## src/gtu_pkg.sv

```systemverilog
// package for the general timer unit: register map, field layout, modes
// assumes a 32-bit apb slave on a single 250 mhz system clock
package gtu_pkg;

  // register offsets (byte addresses)
  localparam logic [7:0] OFS_CORE_CTRL   = 8'h00;
  localparam logic [7:0] OFS_LAUX_CTRL   = 8'h04;
  localparam logic [7:0] OFS_UAUX_CTRL   = 8'h08;
  localparam logic [7:0] OFS_CBASE_CTRL  = 8'h0C;
  localparam logic [7:0] OFS_MAST_CTRL   = 8'h10;
  localparam logic [7:0] OFS_CORE_CNT    = 8'h14;
  localparam logic [7:0] OFS_LAUX_CNT    = 8'h18;
  localparam logic [7:0] OFS_UAUX_CNT    = 8'h1C;
  localparam logic [7:0] OFS_CBASE_CNT   = 8'h20;
  localparam logic [7:0] OFS_MAST_CNT    = 8'h24;
  localparam logic [7:0] OFS_CAPTURE_RELOAD_REG      = 8'h28;
  localparam logic [7:0] OFS_IRQ_STATUS  = 8'h2C;
  localparam logic [7:0] OFS_IRQ_MASK    = 8'h30;
  localparam logic [7:0] OFS_LATCH       = 8'h34;

  // control word fields
  localparam int CTL_RUN    = 0;  // timer runs
  localparam int CTL_DOWN   = 1;  // software count direction
  localparam int CTL_EXTDIR = 2;  // direction pin may invert direction
  localparam int CTL_MODE_L = 3;  // 3 bits of mode
  localparam int CTL_PRE_L  = 6;  // 3 bits prescaler exponent
  localparam int CTL_EDGE_L = 9;  // 2 bits: trigger edge select (rise, fall)
  localparam int CTL_GATEHI = 11; // gate level for gated mode
  localparam int CTL_CLRCB  = 12; // capture base: clear after capture
  localparam int CTL_CAPSRC = 13; // capture base: 2 bits, core in / core dir
  localparam int CTL_RLTOG  = 15; // master: reload on over/underflow
  localparam int CTL_OUTEN  = 16; // toggle latch drives its output pin

  // mode encodings
  localparam logic [2:0] MODE_TIMER   = 3'h0;
  localparam logic [2:0] MODE_GATED   = 3'h1;
  localparam logic [2:0] MODE_COUNTER = 3'h2;
  localparam logic [2:0] MODE_INCR    = 3'h3;
  localparam logic [2:0] MODE_RELOAD  = 3'h4; // aux timers only
  localparam logic [2:0] MODE_CAPTURE = 3'h5; // aux timers only
  localparam logic [2:0] MODE_LATCHCK = 3'h6; // clocked by other toggle latch

  // base prescaler steps
  localparam int FIRST_GRP_BASE  = 4;
  localparam int SECOND_GRP_BASE = 2;

  // interrupt status bits
  localparam int IRQ_CORE  = 0;
  localparam int IRQ_LAUX  = 1;
  localparam int IRQ_UAUX  = 2;
  localparam int IRQ_CBASE = 3;
  localparam int IRQ_MAST  = 4;
  localparam int IRQ_CAP   = 5;
  localparam int IRQ_W     = 6;

  localparam logic [31:0] CTRL_RESET = 32'h0000_0000;
  localparam logic [15:0] CNT_RESET  = 16'h0000;

  typedef logic [15:0] gtu_cnt_t;

endpackage : gtu_pkg

```

## src/gtu_top.sv

```systemverilog
// general timer unit: two timer groups with toggle latches, capture and reload
// assumes apb master on clk_sys; all pins asynchronous and synchronised here
//
// How it works
// - five 16-bit timers, groups of three and two
// - first group timers select four basic modes
// - timer mode uses prescaled clock, counter counts pin
// - gated mode counts only at gate level
// - first group finest step is 4 clocks
// - software direction, optionally flipped by pin
// - incremental mode decodes quadrature on two pins
// - core latch toggles on wrap, clocks aux timers
// - aux in capture or reload stops counting
// - capture copies core into aux on pin
// - reload loads core from aux on trigger
// - opposite latch edges alternate two reload values
// - second group finest step is 2 clocks
// - second group uses prescaler or external pins
// - master latch toggles on wrap, clocks capture base
// - master wraps clock capcom, may reload master
// - capture pin latches capture base, optional clear
// - core input or direction pins also capture
`timescale 1ns/1ps
`default_nettype none
module gtu_top
  import gtu_pkg::*;
(
  input  wire logic        clk_sys,        // system clock 250 mhz
  input  wire logic        sys_rst,        // synchronous reset, high
  input  wire logic        psel,           // apb select
  input  wire logic        penable,        // apb enable
  input  wire logic        pwrite,         // apb direction
  input  wire logic [7:0]  paddr,          // apb byte address
  input  wire logic [31:0] pwdata,         // apb write data
  output logic             pready,         // apb ready
  output logic      [31:0] prdata,         // apb read data
  output logic             pslverr,        // apb error for unmapped
  input  wire logic [4:0]  timer_in_pin,   // per timer input pins
  input  wire logic [4:0]  dir_in_pin,     // per timer direction pins
  input  wire logic        capture_input_pin, // capture pin
  output logic             core_toggle_output,   // core latch pin
  output logic             master_toggle_output, // master latch pin
  output logic             capcom_clk_en,  // master wrap pulse for capcom timers
  output logic             irq             // interrupt level
);

  localparam int NT = 5; // 0 core, 1 lower aux, 2 upper aux, 3 capture base, 4 master

  // all state is one packed struct:
  // the comb process builds st_next
  // from st_reg, one flop stage
  // commits it on every clock edge

  typedef struct packed {
    logic [NT-1:0][31:0] ctrl;
    logic [NT-1:0][15:0] cnt;
    logic [15:0]         capture_reload_reg;
    logic [NT-1:0][1:0]  tin_s;
    logic [NT-1:0][1:0]  dir_s;
    logic [NT-1:0]       tin_d;
    logic [NT-1:0]       dir_d;
    logic [1:0]          cap_s;
    logic                cap_d;
    logic [9:0]          pre;
    logic                core_tl;
    logic                mast_tl;
    logic [IRQ_W-1:0]    sts;
    logic [IRQ_W-1:0]    msk;
    logic                pready;
    logic [31:0]         prdata;
    logic                pslverr;
    logic                core_out;
    logic                mast_out;
    logic                capcom;
    logic                irq;
  } gtu_state_t;

  gtu_state_t st_reg;
  gtu_state_t st_next;

  ////////////////////////////////////////////////////////////////////////////
  // helpers

  // both helpers are pure functions,
  // so each timer slot reuses them
  // without extra state of its own
  // and with no hidden registers

  // edge selected by two bits: bit0 rising, bit1 falling
  function automatic logic edge_hit(input logic now, input logic old, input logic [1:0] sel);
    edge_hit = (sel[0] & now & ~old) | (sel[1] & ~now & old);
  endfunction

  // prescaler tick: base step times 2**exp, taken from free counter
  function automatic logic pre_tick(input logic [9:0] pre, input logic [2:0] ex,
                                    input int base);
    logic [9:0] m;
    m = 10'((base << ex) - 1);
    pre_tick = ((pre & m) == m);
  endfunction

  ////////////////////////////////////////////////////////////////////////////
  // next-state logic
  always_comb begin
    logic [NT-1:0]      step;
    logic [NT-1:0]      down;
    logic [NT-1:0]      wrap;
    logic [NT-1:0]      tin_e;
    logic [NT-1:0]      dir_e;
    logic [2:0]         md;
    logic [1:0]         es;
    logic               core_tl_rise;
    logic               core_tl_fall;
    logic               mast_wrap;
    logic               cap_trig;
    logic [IRQ_W-1:0]   ev;
    logic               acc;
    logic               wr;
    logic [31:0]        rd;
    logic               hit;
    step = '0;
    down = '0;
    wrap = '0;
    tin_e = '0;
    dir_e = '0;
    md = MODE_TIMER;
    es = 2'b00;
    ev = '0;
    rd = 32'h0000_0000;
    hit = 1'b0;
    core_tl_rise = 1'b0;
    core_tl_fall = 1'b0;
    mast_wrap = 1'b0;
    cap_trig = 1'b0;
    acc = 1'b0;
    wr = 1'b0;
    st_next = st_reg;


    // pins are asynchronous: logic
    // reads only the second stage,
    // the third flop is the history
    // for edge detection
    // pin synchronisers, second stage only is read
    st_next.cap_s = {st_reg.cap_s[0], capture_input_pin};
    st_next.cap_d = st_reg.cap_s[1];
    for (int i = 0; i < NT; i++) begin
      st_next.tin_s[i] = {st_reg.tin_s[i][0], timer_in_pin[i]};
      st_next.dir_s[i] = {st_reg.dir_s[i][0], dir_in_pin[i]};
      st_next.tin_d[i] = st_reg.tin_s[i][1];
      st_next.dir_d[i] = st_reg.dir_s[i][1];
      tin_e[i] = st_reg.tin_s[i][1] ^ st_reg.tin_d[i];
      dir_e[i] = st_reg.dir_s[i][1] ^ st_reg.dir_d[i];
    end
    st_next.pre = st_reg.pre + 10'h001;


    // a stopped timer never steps;
    // capture and reload aux modes
    // fall to the default branch
    // so the aux value stands still
    // first group: step and direction per timer
    for (int i = 0; i < 3; i++) begin
      md = st_reg.ctrl[i][CTL_MODE_L +: 3];
      es = st_reg.ctrl[i][CTL_EDGE_L +: 2];
      down[i] = st_reg.ctrl[i][CTL_DOWN] ^
                (st_reg.ctrl[i][CTL_EXTDIR] & st_reg.dir_s[i][1]);
      if (st_reg.ctrl[i][CTL_RUN]) begin
        case (md)
          MODE_TIMER:
            step[i] = pre_tick(st_reg.pre, st_reg.ctrl[i][CTL_PRE_L +: 3],
                               FIRST_GRP_BASE);
          MODE_GATED:
            step[i] = pre_tick(st_reg.pre, st_reg.ctrl[i][CTL_PRE_L +: 3], FIRST_GRP_BASE)
                      & (st_reg.tin_s[i][1] == st_reg.ctrl[i][CTL_GATEHI]);
          MODE_COUNTER:
            step[i] = edge_hit(st_reg.tin_s[i][1], st_reg.tin_d[i], es);
          MODE_INCR: begin
            // quadrature: any edge of either signal is a step
            step[i] = tin_e[i] | dir_e[i];
            down[i] = tin_e[i] ? (st_reg.tin_s[i][1] == st_reg.dir_s[i][1])
                               : (st_reg.tin_s[i][1] != st_reg.dir_s[i][1]);
            down[i] = down[i] ^ st_reg.ctrl[i][CTL_DOWN];
          end
          default: step[i] = 1'b0;
        endcase
      end
    end
    wrap[0] = step[0] & (down[0] ? st_reg.cnt[0] == 16'h0000
                                 : st_reg.cnt[0] == 16'hFFFF);
    core_tl_rise = wrap[0] & ~st_reg.core_tl;
    core_tl_fall = wrap[0] & st_reg.core_tl;
    if (wrap[0]) st_next.core_tl = ~st_reg.core_tl;

    // latch-clocked aux timers use
    // the edge select bits to pick
    // core latch rise, fall or both
    // for long period measurement
    // aux timers clocked by core latch transitions
    for (int i = 1; i < 3; i++) begin
      if (st_reg.ctrl[i][CTL_RUN] && st_reg.ctrl[i][CTL_MODE_L +: 3] == MODE_LATCHCK)
        step[i] = edge_hit(~st_reg.core_tl, st_reg.core_tl, {core_tl_fall, core_tl_rise}
                           & st_reg.ctrl[i][CTL_EDGE_L +: 2]) | 1'b0;
    end


    // gated and incremental modes
    // are not offered here, so they
    // leave the timer stopped
    // rather than counting wrongly
    // second group
    for (int i = 3; i < NT; i++) begin
      md = st_reg.ctrl[i][CTL_MODE_L +: 3];
      es = st_reg.ctrl[i][CTL_EDGE_L +: 2];
      down[i] = st_reg.ctrl[i][CTL_DOWN] ^
                (st_reg.ctrl[i][CTL_EXTDIR] & st_reg.dir_s[i][1]);
      if (st_reg.ctrl[i][CTL_RUN]) begin
        case (md)
          MODE_TIMER:
            step[i] = pre_tick(st_reg.pre, st_reg.ctrl[i][CTL_PRE_L +: 3],
                               SECOND_GRP_BASE);
          MODE_COUNTER:
            step[i] = edge_hit(st_reg.tin_s[i][1], st_reg.tin_d[i], es);
          default: step[i] = 1'b0;
        endcase
      end
    end
    mast_wrap = step[4] & (down[4] ? st_reg.cnt[4] == 16'h0000
                                   : st_reg.cnt[4] == 16'hFFFF);
    wrap[4] = mast_wrap;
    if (mast_wrap) st_next.mast_tl = ~st_reg.mast_tl;
    if (st_reg.ctrl[3][CTL_RUN] && st_reg.ctrl[3][CTL_MODE_L +: 3] == MODE_LATCHCK)
      step[3] = mast_wrap;
    for (int i = 1; i < 4; i++)
      wrap[i] = step[i] & (down[i] ? st_reg.cnt[i] == 16'h0000
                                   : st_reg.cnt[i] == 16'hFFFF);


    // later writes below override
    // the count step: reload,
    // capture and apb writes win
    // over a step in one cycle
    // counting, wrap at both ends by modular arithmetic
    for (int i = 0; i < NT; i++) begin
      if (step[i])
        st_next.cnt[i] = down[i] ? st_reg.cnt[i] - 16'h0001
                                 : st_reg.cnt[i] + 16'h0001;
    end


    // the reload replaces the wrap
    // value, so the master period
    // is set by the capture_reload_reg word
    // without software action
    // master reload from capture/reload register
    if (mast_wrap && st_reg.ctrl[4][CTL_RLTOG])
      st_next.cnt[4] = st_reg.capture_reload_reg;


    // two aux timers set to reload
    // on opposite latch edges give
    // alternating high and low times
    // for a free running pwm
    // aux capture and reload links to the core timer
    for (int i = 1; i < 3; i++) begin
      es = st_reg.ctrl[i][CTL_EDGE_L +: 2];
      if (st_reg.ctrl[i][CTL_MODE_L +: 3] == MODE_CAPTURE &&
          edge_hit(st_reg.tin_s[i][1], st_reg.tin_d[i], es)) begin
        st_next.cnt[i] = st_reg.cnt[0];
        ev[i] = 1'b1;
      end
      if (st_reg.ctrl[i][CTL_MODE_L +: 3] == MODE_RELOAD &&
          (edge_hit(st_reg.tin_s[i][1], st_reg.tin_d[i], es) ||
           (core_tl_rise && st_reg.ctrl[i][CTL_GATEHI]) ||
           (core_tl_fall && st_reg.ctrl[i][CTL_CLRCB])))
        st_next.cnt[0] = st_reg.cnt[i];
    end


    // core pin edges can also fire
    // the capture, useful when the
    // core decodes a position sensor
    // in incremental mode
    // capture base into capture/reload register
    cap_trig = edge_hit(st_reg.cap_s[1], st_reg.cap_d, st_reg.ctrl[3][CTL_EDGE_L +: 2])
             | (st_reg.ctrl[3][CTL_CAPSRC] & tin_e[0])
             | (st_reg.ctrl[3][CTL_CAPSRC + 1] & dir_e[0]);
    if (cap_trig) begin
      st_next.capture_reload_reg = st_reg.cnt[3];
      if (st_reg.ctrl[3][CTL_CLRCB])
        st_next.cnt[3] = CNT_RESET;
    end

    ev[IRQ_CORE] = wrap[0];
    ev[IRQ_LAUX] = ev[IRQ_LAUX] | wrap[1];
    ev[IRQ_UAUX] = ev[IRQ_UAUX] | wrap[2];
    ev[IRQ_CBASE] = wrap[3];
    ev[IRQ_MAST] = wrap[4];
    ev[IRQ_CAP] = cap_trig;


    // read data is picked at setup
    // and registered, so it stands
    // with pready in the access cycle
    // refused writes change nothing
    // apb slave, zero wait states
    acc = psel & penable;
    wr = acc & pwrite;
    st_next.pready = psel & ~penable;
    st_next.pslverr = 1'b0;
    if (psel && !penable) begin
      hit = 1'b1;
      for (int i = 0; i < NT; i++) begin
        if (paddr == OFS_CORE_CTRL + 8'(4 * i)) rd = st_reg.ctrl[i];
        else if (paddr == OFS_CORE_CNT + 8'(4 * i)) rd = {16'h0000, st_reg.cnt[i]};
      end
      if (paddr == OFS_CAPTURE_RELOAD_REG) rd = {16'h0000, st_reg.capture_reload_reg};
      else if (paddr == OFS_IRQ_STATUS) rd = {26'h0, st_reg.sts};
      else if (paddr == OFS_IRQ_MASK) rd = {26'h0, st_reg.msk};
      else if (paddr == OFS_LATCH) rd = {30'h0, st_reg.mast_tl, st_reg.core_tl};
      else if (paddr > OFS_LATCH || paddr[1:0] != 2'b00) hit = 1'b0;
      st_next.prdata = rd;
      st_next.pslverr = ~hit;
    end
    if (wr && !st_reg.pslverr) begin
      for (int i = 0; i < NT; i++) begin
        if (paddr == OFS_CORE_CTRL + 8'(4 * i)) st_next.ctrl[i] = pwdata;
        else if (paddr == OFS_CORE_CNT + 8'(4 * i)) st_next.cnt[i] = pwdata[15:0];
      end
      if (paddr == OFS_CAPTURE_RELOAD_REG) st_next.capture_reload_reg = pwdata[15:0];
      else if (paddr == OFS_IRQ_MASK) st_next.msk = pwdata[IRQ_W-1:0];
    end


    // an event in the same cycle as
    // its clear must not be lost,
    // so events are ored in last
    // after the clear is applied
    // sticky status: set wins over write-one-to-clear
    if (wr && !st_reg.pslverr && paddr == OFS_IRQ_STATUS)
      st_next.sts = st_reg.sts & ~pwdata[IRQ_W-1:0];
    st_next.sts = st_next.sts | ev;

    st_next.core_out = st_next.core_tl & st_reg.ctrl[0][CTL_OUTEN];
    st_next.mast_out = st_next.mast_tl & st_reg.ctrl[4][CTL_OUTEN];
    st_next.capcom = mast_wrap;
    st_next.irq = |(st_next.sts & st_next.msk);

    if (sys_rst) begin
      st_next = '0;
      st_next.ctrl = {NT{CTRL_RESET}};
    end
  end

  ////////////////////////////////////////////////////////////////////////////
  // state register

  // reset is folded into st_next,
  // so this flop stage is plain
  // and every output is a flop
  // with no logic after it
  always_ff @(posedge clk_sys) begin
    st_reg <= st_next;
  end


  // plain wires from the struct,
  // no gates between flop and pin
  // outputs straight from flip-flops
  assign pready = st_reg.pready;
  assign prdata = st_reg.prdata;
  assign pslverr = st_reg.pslverr;
  assign core_toggle_output = st_reg.core_out;
  assign master_toggle_output = st_reg.mast_out;
  assign capcom_clk_en = st_reg.capcom;
  assign irq = st_reg.irq;

endmodule // gtu_top
`default_nettype wire
```

## config.mk

```make
export PLATFORM = sky130hd
export DESIGN_NAME = gtu_top
export DESIGN_NICKNAME = d
export VERILOG_FILES = /design/src/gtu_pkg.sv /design/src/gtu_top.sv
export SDC_FILE = /design/constraint.sdc
export NUM_CORES = 1
export LEC_CHECK = 0
export ABC_AREA = 0
export BUFFER_PORTS_ARGS = -buffer_cell sky130_fd_sc_hd__buf_4
export CORE_UTILIZATION = 25
export DETAILED_ROUTE_END_ITERATION = 8
export MAX_ROUTING_LAYER = met4
export SYNTH_ARGS = -nofsm -noshare
export SYNTH_HDL_FRONTEND = slang
export SYNTH_SLANG_ARGS = --single-unit
```

## constraint.sdc

```tcl
create_clock -name clk_sys -period 5.1 [get_ports clk_sys]
set_input_delay 0.255 -clock clk_sys [delete_from_list [all_inputs] [get_ports clk_sys]]
set_output_delay 0.255 -clock clk_sys [all_outputs]
set_load 0.05 [all_outputs]
```

* Word level (Yosys, flattened, before mapping)
Cells that the tools add are included.
** Cells by class
- Add/sub/neg operators :: 16
- Order comparisons :: 1
- Equal/unequal tests :: 50
- Shift operators :: 5
- Multiplexer cells :: 85
- Bitwise logic cells :: 111
- Reductions and logical operators :: 41
** Operators with widths (number)
- $mux 16 :: 30
- $mux 32 :: 13
- $mux 96 :: 1
- $add 16x1->16 const B :: 5
- $eq 16x16->1 const B :: 5
- $logic_not 16->1 :: 5
- $sub 16x1->16 const B :: 5
- $and 1x1->1 :: 54
- $and 10x10->10 :: 5
- $eq 10x10->1 :: 5
- $sub 10x2->10 const B :: 5
- $eq 8x6->1 const B :: 6
- $eq 8x5->1 const B :: 4
- $mux 1 :: 32
- $shl 3x3->10 const A :: 3
- $eq 3x2->1 const B :: 8
- $mux 6 :: 4
- $eq 3x3->1 const B :: 7
- $shl 2x3->10 const A :: 2
- $not 1->1 :: 17
- $eq 8x4->1 const B :: 2
- $logic_and 1x1->1 :: 15
- $logic_not 3->1 :: 5
- $or 1x1->1 :: 15
- 20 further kinds :: 56
** Storage, ports and cells
- Flip-flop bits (word level) :: 349
- Output and inout port bits :: 38
- Word-level logic and storage cells :: 346

* Logic depth before layout (Yosys ltp)
Gate-level depths: netlist of the first run.
- Depth in word-level cells :: 19
- Gate-level depth with buffers :: 17
- Depth with buffers taken out :: 15

* Worst setup path before layout of the first run
No wires, ideal clock.
- Kind :: register -> register
- Start :: reg st_reg[258] (netlist bit)
- End :: reg st_reg[157] (netlist bit)
- Setup time :: 0.119 ns
- Data arrival time :: 3.787 ns
- Data required time :: 4.981 ns
- Path slack :: 1.195 ns
- Cell stages (with the launch flop) :: 15
- Period minus slack after synthesis :: 3.905 ns
- Path through :: dfxtp_1 -> clkbuf_1 -> nand4b_1 -> o21ai_0 -> xor2_1 -> ha_1 -> a21o_1 -> a21oi_1 -> o21a_1 -> o31ai_1 -> a211o_1 -> a21oi_1 -> mux2i_1 -> a31oi_1 -> o221a_2
** Between the ends
- Cells in the longest elaborated chain, start to end :: 9
- Elaborated cells between the ends (all ways) :: 19
- Classes of those cells :: eq/ne: 5; mux: 11; reduce/logical: 3
** RTL lines
- start: declaration :: line gtu_top.sv:78 : gtu_state_t st_reg;
- start signal: assignment :: line gtu_top.sv:363 : st_reg <= st_next;
- $eq 3x2->1, or another cell as far along :: line gtu_top.sv:169 : case (md)
- $pmux 1 s4 or $mux 1 (tied branches) :: line gtu_top.sv:169
- $mux 1 :: line gtu_top.sv:168 : if (st_reg.ctrl[i][CTL_RUN]) begin
- $mux 1 or $mux 16 (tied branches) :: line gtu_top.sv:201, gtu_top.sv:246
- $mux 16 :: line gtu_top.sv:245 : if (step[i])
- $mux 16 * :: line gtu_top.sv:267 : if (st_reg.ctrl[i][CTL_MODE_L +: 3] == MODE_CAPTURE &&
- $mux 16 :: line gtu_top.sv:328 : else if (paddr == OFS_CORE_CNT + 8'(4 * i)) st_next.cnt[i] = pwdata[15:0];
- $mux 16 :: line gtu_top.sv:327 : if (paddr == OFS_CORE_CTRL + 8'(4 * i)) st_next.ctrl[i] = pwdata;
- $mux 96 * :: line gtu_top.sv:325 : if (wr && !st_reg.pslverr) begin
Mark *: on every way between the ends. The rest lies on a longest branch, timed or not.
A chain may end at the register's enable or synchronous reset.

* Worst setup path after layout of the first run
- Start :: reg st_reg[191] (netlist bit)
- End :: reg st_reg, in the netlist irq
** Between the ends
- Cells in the longest elaborated chain, start to end :: 14
- Elaborated cells between the ends (all ways) :: 27
- Classes of those cells :: mux: 5; bitwise: 21; reduce/logical: 1
** RTL lines
- $mux 1 :: line gtu_top.sv:168
- $mux 1 :: line gtu_top.sv:189 : wrap[0] = step[0] & (down[0] ? st_reg.cnt[0] == 16'h0000
- $and 1x1->1 * :: line gtu_top.sv:189
- $and 1x1->1, on equally long branches :: line gtu_top.sv:191, gtu_top.sv:192
- $and 2x2->2 :: line gtu_top.sv:203 : & st_reg.ctrl[i][CTL_EDGE_L +: 2]) | 1'b0;
- $and 1x1->1 (2 in series) :: line gtu_top.sv:91 : edge_hit = (sel[0] & now & ~old) | (sel[1] & ~now & old);
- $or 1x1->1 :: line gtu_top.sv:91
- $mux 1 :: line gtu_top.sv:201 : if (st_reg.ctrl[i][CTL_RUN] && st_reg.ctrl[i][CTL_MODE_L +: 3] == MODE_LATCHCK)
- $and 1x1->1 :: line gtu_top.sv:235 : wrap[i] = step[i] & (down[i] ? st_reg.cnt[i] == 16'h0000
- $or 1x1->1, on equally long branches :: line gtu_top.sv:295, gtu_top.sv:296
- $or 6x6->6 * :: line gtu_top.sv:342 : st_next.sts = st_next.sts | ev;
- $and 6x6->6 * :: line gtu_top.sv:347 : st_next.irq = |(st_next.sts & st_next.msk);
- $reduce_or 6->1 * :: line gtu_top.sv:347
Marked as above.

==> metrics.md, run 1 <==
| Metric | Value |
|---|---|
| Placement Rows | approximately 100 |
| First-pass GRT wire length | 112 mm |
| Proportion of layout cells with a drive suffix above 1 | 0.0878 |
| Port buffer count | between 90 and 100 |
| Startpoint Class | flip-flop |
| Initial antenna violation count | 11 |
| ANT nets after route | 0 |
| Slew @ Worst Pin | ~1.2 ns |
| Max-Cap Viols | 0 |
| Pre-Repair DR Iteration Count | 9 |
| Post-synth EDFFs | 0 |
| Drt wl/cell | 21.0 microns |
| Gpl congestion | around 1.0 |
| Library cells used by synthesis | between 70 and 80 |
| R2R depth | 17 |
| WHS Path Cells | 2 |
| Die height | about 280 microns |
| Initial Util | 0.253 |
| Switching Fraction | 0.248 |
| CTS Buf Count | 39 |
| Grt ovf | 0 |
| Final slew viol count | 0 |
| Crit-path max FO | 22 |
| Die span in x | 282 microns |
| Most frequent cells in the layout | nand2_1 (438), dfxtp_1 (348), a21oi_1 (292), nor2_1 (193), buf_4 (128) |
| Sw Pwr | between 1 and 1.5 mW |
| Worst reg2reg startpoint | st_reg[191] |
| Final setup fails | 0 |
| Largest register FFs | 310 |
| Area grow syn2layout | 15.6% |
| Ports | 94 |
| CTS sink cnt | approximately 350 |
| Worst hold endpoint | st_reg[85] |
| Hold slack final | -0.0249 ns |
| Pin count of the biggest net entering global routing | 187 |
| Async set or reset register ratio after synthesis | 0 |
| Peak VDD IR | roughly 0.20 mV |
| Tcrit/Tclk final | 0.804 |
| Die Area | between 70000 and 80000 sq um |
| CP endpoint kind | flip-flop |
| Hold Path Class | input port to flip-flop |
| Hold Crit Start | timer_in_pin[0] |
| Core Box Area | 77600 sq um |
| Final hold vios | 1 |
| Dominant synthesized flop cell | dfxtp_1 |
| Clk buf depth | 3 |
| Final wirelength | 75.6 mm |
| Clk_lat worst skew | between 0.5 and 0.6 ns |
| Mapped Cells | 2525 |
| Via count | just under 20000 |
| Synthesized area per cell | around 7.8 sq um |
| Post-layout min period | 4.10 ns |
| Area leader, netlist | dfxtp_1 |
| Syn nets | between 2000 and 3000 |
| Outcome | complete, but fails checks |
| Global routing usage on met1 | 0.249 |
| Ys Warns | 0 |
| P_int | approximately 4.5 mW |
| CP Data Required Time | 5.54 ns |
| Sequential area share after synthesis | 0.354 |
| Pwr dens | 264 nW/um^2 |
| Commonest non-fill, non-tap cell in the layout | nand2_1 |
| #FFs+latches synth | between 300 and 400 |
| CTS Root Cell | clkbuf_16 |
| Gate power share | 0.056 |
| DRC | 1 |
| CTS H-tree lvls | 2 |
| Vias in the first global route | 17548 |
| Reg-to-reg slack, setup | 1.0 ns |
| Clock power frac | 0.483 |
| Gr busiest metal | met2 |
| RSZ-0062 raised after global routing | false |
| Max frequency | about 240 MHz |
| Fin Clk Skew | 0.0257 ns |
| Worst R2R End | irq |
| Largest cells by area after synthesis | dfxtp_1 (35%), nand2_1 (8.4%), a21oi_1 (7.4%), ha_1 (4.6%), nor2_1 (3.7%) |
| Design Area, Final | between 20000 and 25000 sq um |
| Leakage power | around 8.4 nW |
| TritonCTS clock tree | yes |
| Violated checks | DRC, hold timing |
| Setup TNS | 0 ns |
| GR Util met3 | 0.0335 |
| Crit path kind | flip-flop to flip-flop |
| Nets | roughly 2700 |
| DR vias/cell | roughly 5.4 |
| Data arrival time of the critical path | between 4 and 5 ns |
| Gr usage total | 0.188 |
| Sequential power share | 0.460 |
| Met2 GRT Util | 0.282 |
| Clk slew on worst S/H paths | 0.06 ns |
| Yosys top cell area share | 0.354 |
| HPWL after detailed placement | a little over 50 mm |
| Post-placement cell area | ~21000 sq um |
| Cell Area, Synth | 19700 sq um |
| DR iter-0 viols | 2275 |
| Max_slew headroom | 0.211 |
-- synthesized netlist by cell type (all sizes together), types with 11 or more instances --
master   count
inv         43
a221oi      41
or3         12
clkbuf     152
o21a        12
a31oi       28
nor2b       42
a21o        25
a22oi       39
a2bb2oi     11
xor2        43
o21ai      103
nor4        30
buf         50
nand3       31
a222oi      27
o22ai       22
o211ai      27
nor2       197
a21oi      292
and3        20
mux2i       65
a211oi      66
nand2      442
dfxtp      348
nand2b      14
nor3        49
nand4       34
o31ai       11
xnor2       41
ha          73
o21bai      13
-- layer usage --
layer / vias to the layer above / part of all wire
li1: 9152 / -
met1: 9077 / 0.42
met2: 1048 / 0.44
met3: 173 / 0.10
met4: 0 / 0.040
met5: - / 0
-- what timing repair did --
| item | in CTS | in global routing |
|---|---|---|
| buffers inserted | 0 | 0 |
| hold buffers | 27 | 0 |
| gates resized for setup | 0 | 0 |
| hold endpoints to repair | 95 | 0 |
| setup endpoints to repair | 0 | 0 |
-- power groups by stage --
stage	combinational [mW]	sequential (mW)	clock, mW
6_report	0.338	2.77	2.91
5_1_grt	0.354	2.77	3.05
4_1_cts	0.335	2.77	2.94
3_5_place_dp	0.316	2.83	0
3_3_place_gp	0.317	2.83	0
2_1_floorplan	0.190	2.82	0
-- critical path, cell delays in order, from the launching register on --
cell      delay [ns]
dfxtp_1         0.37
nor2b_1         0.25
nand3_1         0.14
mux2i_1         0.19
xor2_1          0.15
buf_4           0.27
mux2i_1         0.24
nor2_1          0.11
ha_1            0.25
and3_1          0.17
a31oi_1         0.16
o31ai_1         0.08
nand3_1         0.10
buf_4           0.29
inv_1           0.19
a221oi_1        0.52
o22ai_1         0.13
o41a_1          0.38
-- area by class of cell --
type | count | area, sq um
fill | 8388 | 54900
multi-input combinational | 1932 | 11700
sequential | 348 | 6970
tap | 1040 | 1300
timing repair buffer | 157 | 1270
clock buffer | 57 | 1140
clock inverter | 14 | 171
inverter | 43 | 161
antenna | 8 | 20.0
-- metrics by stage --
step,setup slack (ns),hold slack (ns),power [mW],util,instances
final,0.999,-0.0249,6.01,0.293,3599
after global routing,0.822,0.000889,6.17,0.293,3599
after CTS,1.06,0.00426,6.04,0.293,3591
after detailed placement,1.10,0.432,3.14,0.272,3493
after global placement,1.17,0.416,3.14,0.272,3493
after floorplan,1.19,0.383,3.01,-,2525
-- worst max-delay path by stage --
stage	start	end	slack [ns]	depth (start not counted)
5_1_grt	st_reg[191]	irq	0.82	17
3_5_place_dp	st_reg[191]	irq	1.10	17
2_1_floorplan	st_reg[258]	st_reg[157]	1.19	14
3_3_place_gp	st_reg[191]	irq	1.17	17
6_report	st_reg[191]	irq	1.0	17
4_1_cts	st_reg[191]	irq	1.06	17
-- cell families (layout without fill, tap and decap cells) --
| group | count (synthesis) | count (layout) | share of synthesized area |
|---|---|---|---|
| fa+ha+maj | 78 | 78 | 0.0515 |
| xor+xnor | 84 | 84 | 0.0374 |
| other cells | 0 | 8 | 0 |
| simple gates | 914 | 914 | 0.208 |
| flops | 348 | 348 | 0.354 |
| mux | 67 | 67 | 0.0344 |
| buf+inv | 245 | 271 | 0.0539 |
| compound gates | 789 | 789 | 0.260 |
Note: power is estimated with default switching activity, not from simulation.
==> run 2, diff against run 1 <==
Clock period 5.1 ns to 3.5 ns, I/O delays scaled along.
==> run 2 against run 1 <==
Compared with the run above:
- the flow now finishes without violations
- clock skew decreased by 0.0072 ns
- worst setup slack lost 0.96 ns
- sequential share of layout area fell by 1.8 points
- routed wire length up 3.3%
- via count is 3.9% higher
- non-clock buffer count increased by 133
- clock power rose by 58%
- count of clock-buffer cells in the layout fell by 2
- fmax increased by 18%
- cell area is 6.3% higher
- power increased by 52%
- die area unchanged
- critical path type unchanged
==> metrics.md, run 2 (synthesized netlist as in run 1, its figures left out) <==
| Metric | Value |
|---|---|
| Die height | roughly 280 microns |
| Tcrit/Tclk final | 0.989 |
| Placement Rows | 102 |
| Switching Fraction | 0.240 |
| Largest register FFs | 310 |
| Largest delay share family, worst path | simple AND/OR/NAND/NOR gates |
| FILL cells | 8284 |
| WL met2 | roughly 34 mm |
| Final slew viol count | 0 |
| Top sig layer | met4 |
| Gr usage total | 0.195 |
| Vias in the first global route | 18513 |
| Pre-Repair DR Iteration Count | 6 |
| Gpl congestion | just under 1 |
| Port buffer count | 93 |
| Die Area | roughly 80000 sq um |
| Max frequency | ~290 MHz |
| Initial antenna violation count | 9 |
| Area grow syn2layout | 22.8% |
| Ports | 94 |
| Crit path kind | flip-flop to flip-flop |
| Clock power frac | 0.502 |
| DR iter-0 viols | about 2600 |
| Clk_lat worst skew | between 0.5 and 0.6 ns |
| Count of buffer and inverter cells on the critical path | 3 |
| CP Cell Sequence | nor2b_4 -> nand3_2 -> mux2i_4 -> xor2_4 -> buf_6 -> mux2i_1 -> nor2_2 -> ha_2 -> and3_1 -> a31oi_1 -> o31ai_1 -> nand3_2 -> buf_6 -> clkbuf_16 -> o211ai_1 -> o21ai_0 -> o22ai_1 |
| Slew @ Worst Pin | approximately 1.1 ns |
| Post-layout min period | 3.46 ns |
| Sequential power share | 0.441 |
| Gate power share | 0.058 |
| TritonCTS clock tree | yes |
| Crit-path max FO | 11 |
| DRC | 0 |
| Sw Pwr | 2.19 mW |
| PnR worst setup slack | 0.0375 ns |
| Met3 wire length | 7.68 mm |
| PnR Total Power | a little over 9 mW |
| Grt ovf | 0 |
| Commonest non-fill, non-tap cell in the layout | nand2_1 |
| Design Area, Final | ~24000 sq um |
| Nets | ~2800 |
| CP Data Required Time | 4.00 ns |
| Post-placement cell area | ~22000 sq um |
| CP endpoint kind | flip-flop |
| HPWL after detailed placement | ~54 mm |
| Core Box Area | approximately 78000 sq um |
| Setup TNS | 0 ns |
| Pwr dens | 379 nW/um^2 |
| Hold slack final | roughly 0.12 ns |
| Pin count of the biggest net entering global routing | 201 |
| First-pass GRT wire length | around 120 mm |
| Most frequent cells in the layout | nand2_1 (442), dfxtp_1 (345), a21oi_1 (288), buf_4 (232), nor2_1 (192) |
| Final wirelength | approximately 80 mm |
| Hold Path Class | input port to flip-flop |
| M1 wire length | approximately 33 mm |
| Leakage power | just over 9 nW |
| Clk buf depth | 3 |
| P_int | just under 7 mW |
| Max_slew headroom | 0.259 |
| Outcome | complete, no violations |
| Final setup fails | 0 |
| Slowest CP cell | dfxtp_2 |
| Initial Util | 0.253 |
| Clk slew on worst S/H paths | approximately 0.06 ns |
| Critical Path Max Stage Delay | about 0.32 ns |
| Peak VDD IR | 0.387 mV |
| Data arrival time of the critical path | between 3 and 4 ns |
| Startpoint Class | flip-flop |
| Proportion of layout cells with a drive suffix above 1 | 0.136 |
| DR vias/cell | roughly 5.4 |
| Fin Clk Skew | between 0.015 and 0.02 ns |
| Placed Cells | approximately 3600 |
| Drt wl/cell | approximately 21 microns |
| CTS sink cnt | between 300 and 400 |
| CTS H-tree lvls | 2 |
| Fin util | 0.311 |
| ANT nets after route | 0 |
| CTS Root Cell | clkbuf_16 |
| Final hold vios | 0 |
| Via count | roughly 20000 |
| Final non-filler cell total | ~3700 |
| Worst slack, placed | -0.0922 ns |
| Die span in x | around 280 microns |
| Max-Cap Viols | 0 |
| CTS Buf Count | 39 |
-- run 2: cell count changes in the layout (fill, tap and decap cells not counted), sizes merged --
cell         change
bufinv           +5
dlygate4sd3     +21
inv              +3
buf            +110
diode            -4
clkinv           -8
-- run 2: per-layer routing --
| layer | track usage | vias to the layer above |
|---|---|---|
| met5 | - | - |
| met4 | 0.0791 | 0 |
| met3 | 0.0352 | 236 |
| met2 | 0.290 | 1068 |
| met1 | 0.258 | 9506 |
| li1 | - | 9407 |
-- run 2: final timing paths --
kind | from | to | slack, ns | cells past startpoint
worst max-delay path | st_reg[191] | st_reg[151] | 0.04 | 17
worst min-delay path | penable | prdata[4] | 0.12 | 4
worst max register to register | st_reg[191] | st_reg[151] | 0.04 | 17
worst min register to register | st_reg[87] | st_reg[88] | 0.43 | 1
-- run 2: tightest hold or removal path: cells and delay by family --
kind / cells / cell delay, ns
and+or+nand+nor: 2 / 0.29
buffers and inverters: 1 / 0.11
AOI/OAI and AO/OA: 1 / 0.05
-- run 2: cell type report --
type	count	area, sq um	area share
well taps	1040	1300	0.0539
clock buffers	55	1140	0.0470
flip-flops and latches	348	6970	0.289
diodes	4	10.0	0.000415
repair buffers	290	2410	0.0998
clock inverters	14	260	0.0108
multi-input cells	1932	11900	0.493
inverters	43	161	0.00668
-- run 2: power groups by stage --
stage	registers (mW)	logic (mW)	clock network, mW
2_1_floorplan	4.11	0.277	0
3_3_place_gp	4.12	0.473	0
3_5_place_dp	4.12	0.475	0
4_1_cts	4.03	0.521	4.63
5_1_grt	4.03	0.553	4.78
6_report	4.03	0.528	4.59
-- run 2: timing repair --
action	in CTS	in global routing
gates cloned	0	2
resized for setup	4	38
pin swaps	0	12
hold buffers	48	0
endpoints found under the setup margin	4	42
endpoints found under the hold margin	215	0
setup buffers	0	7
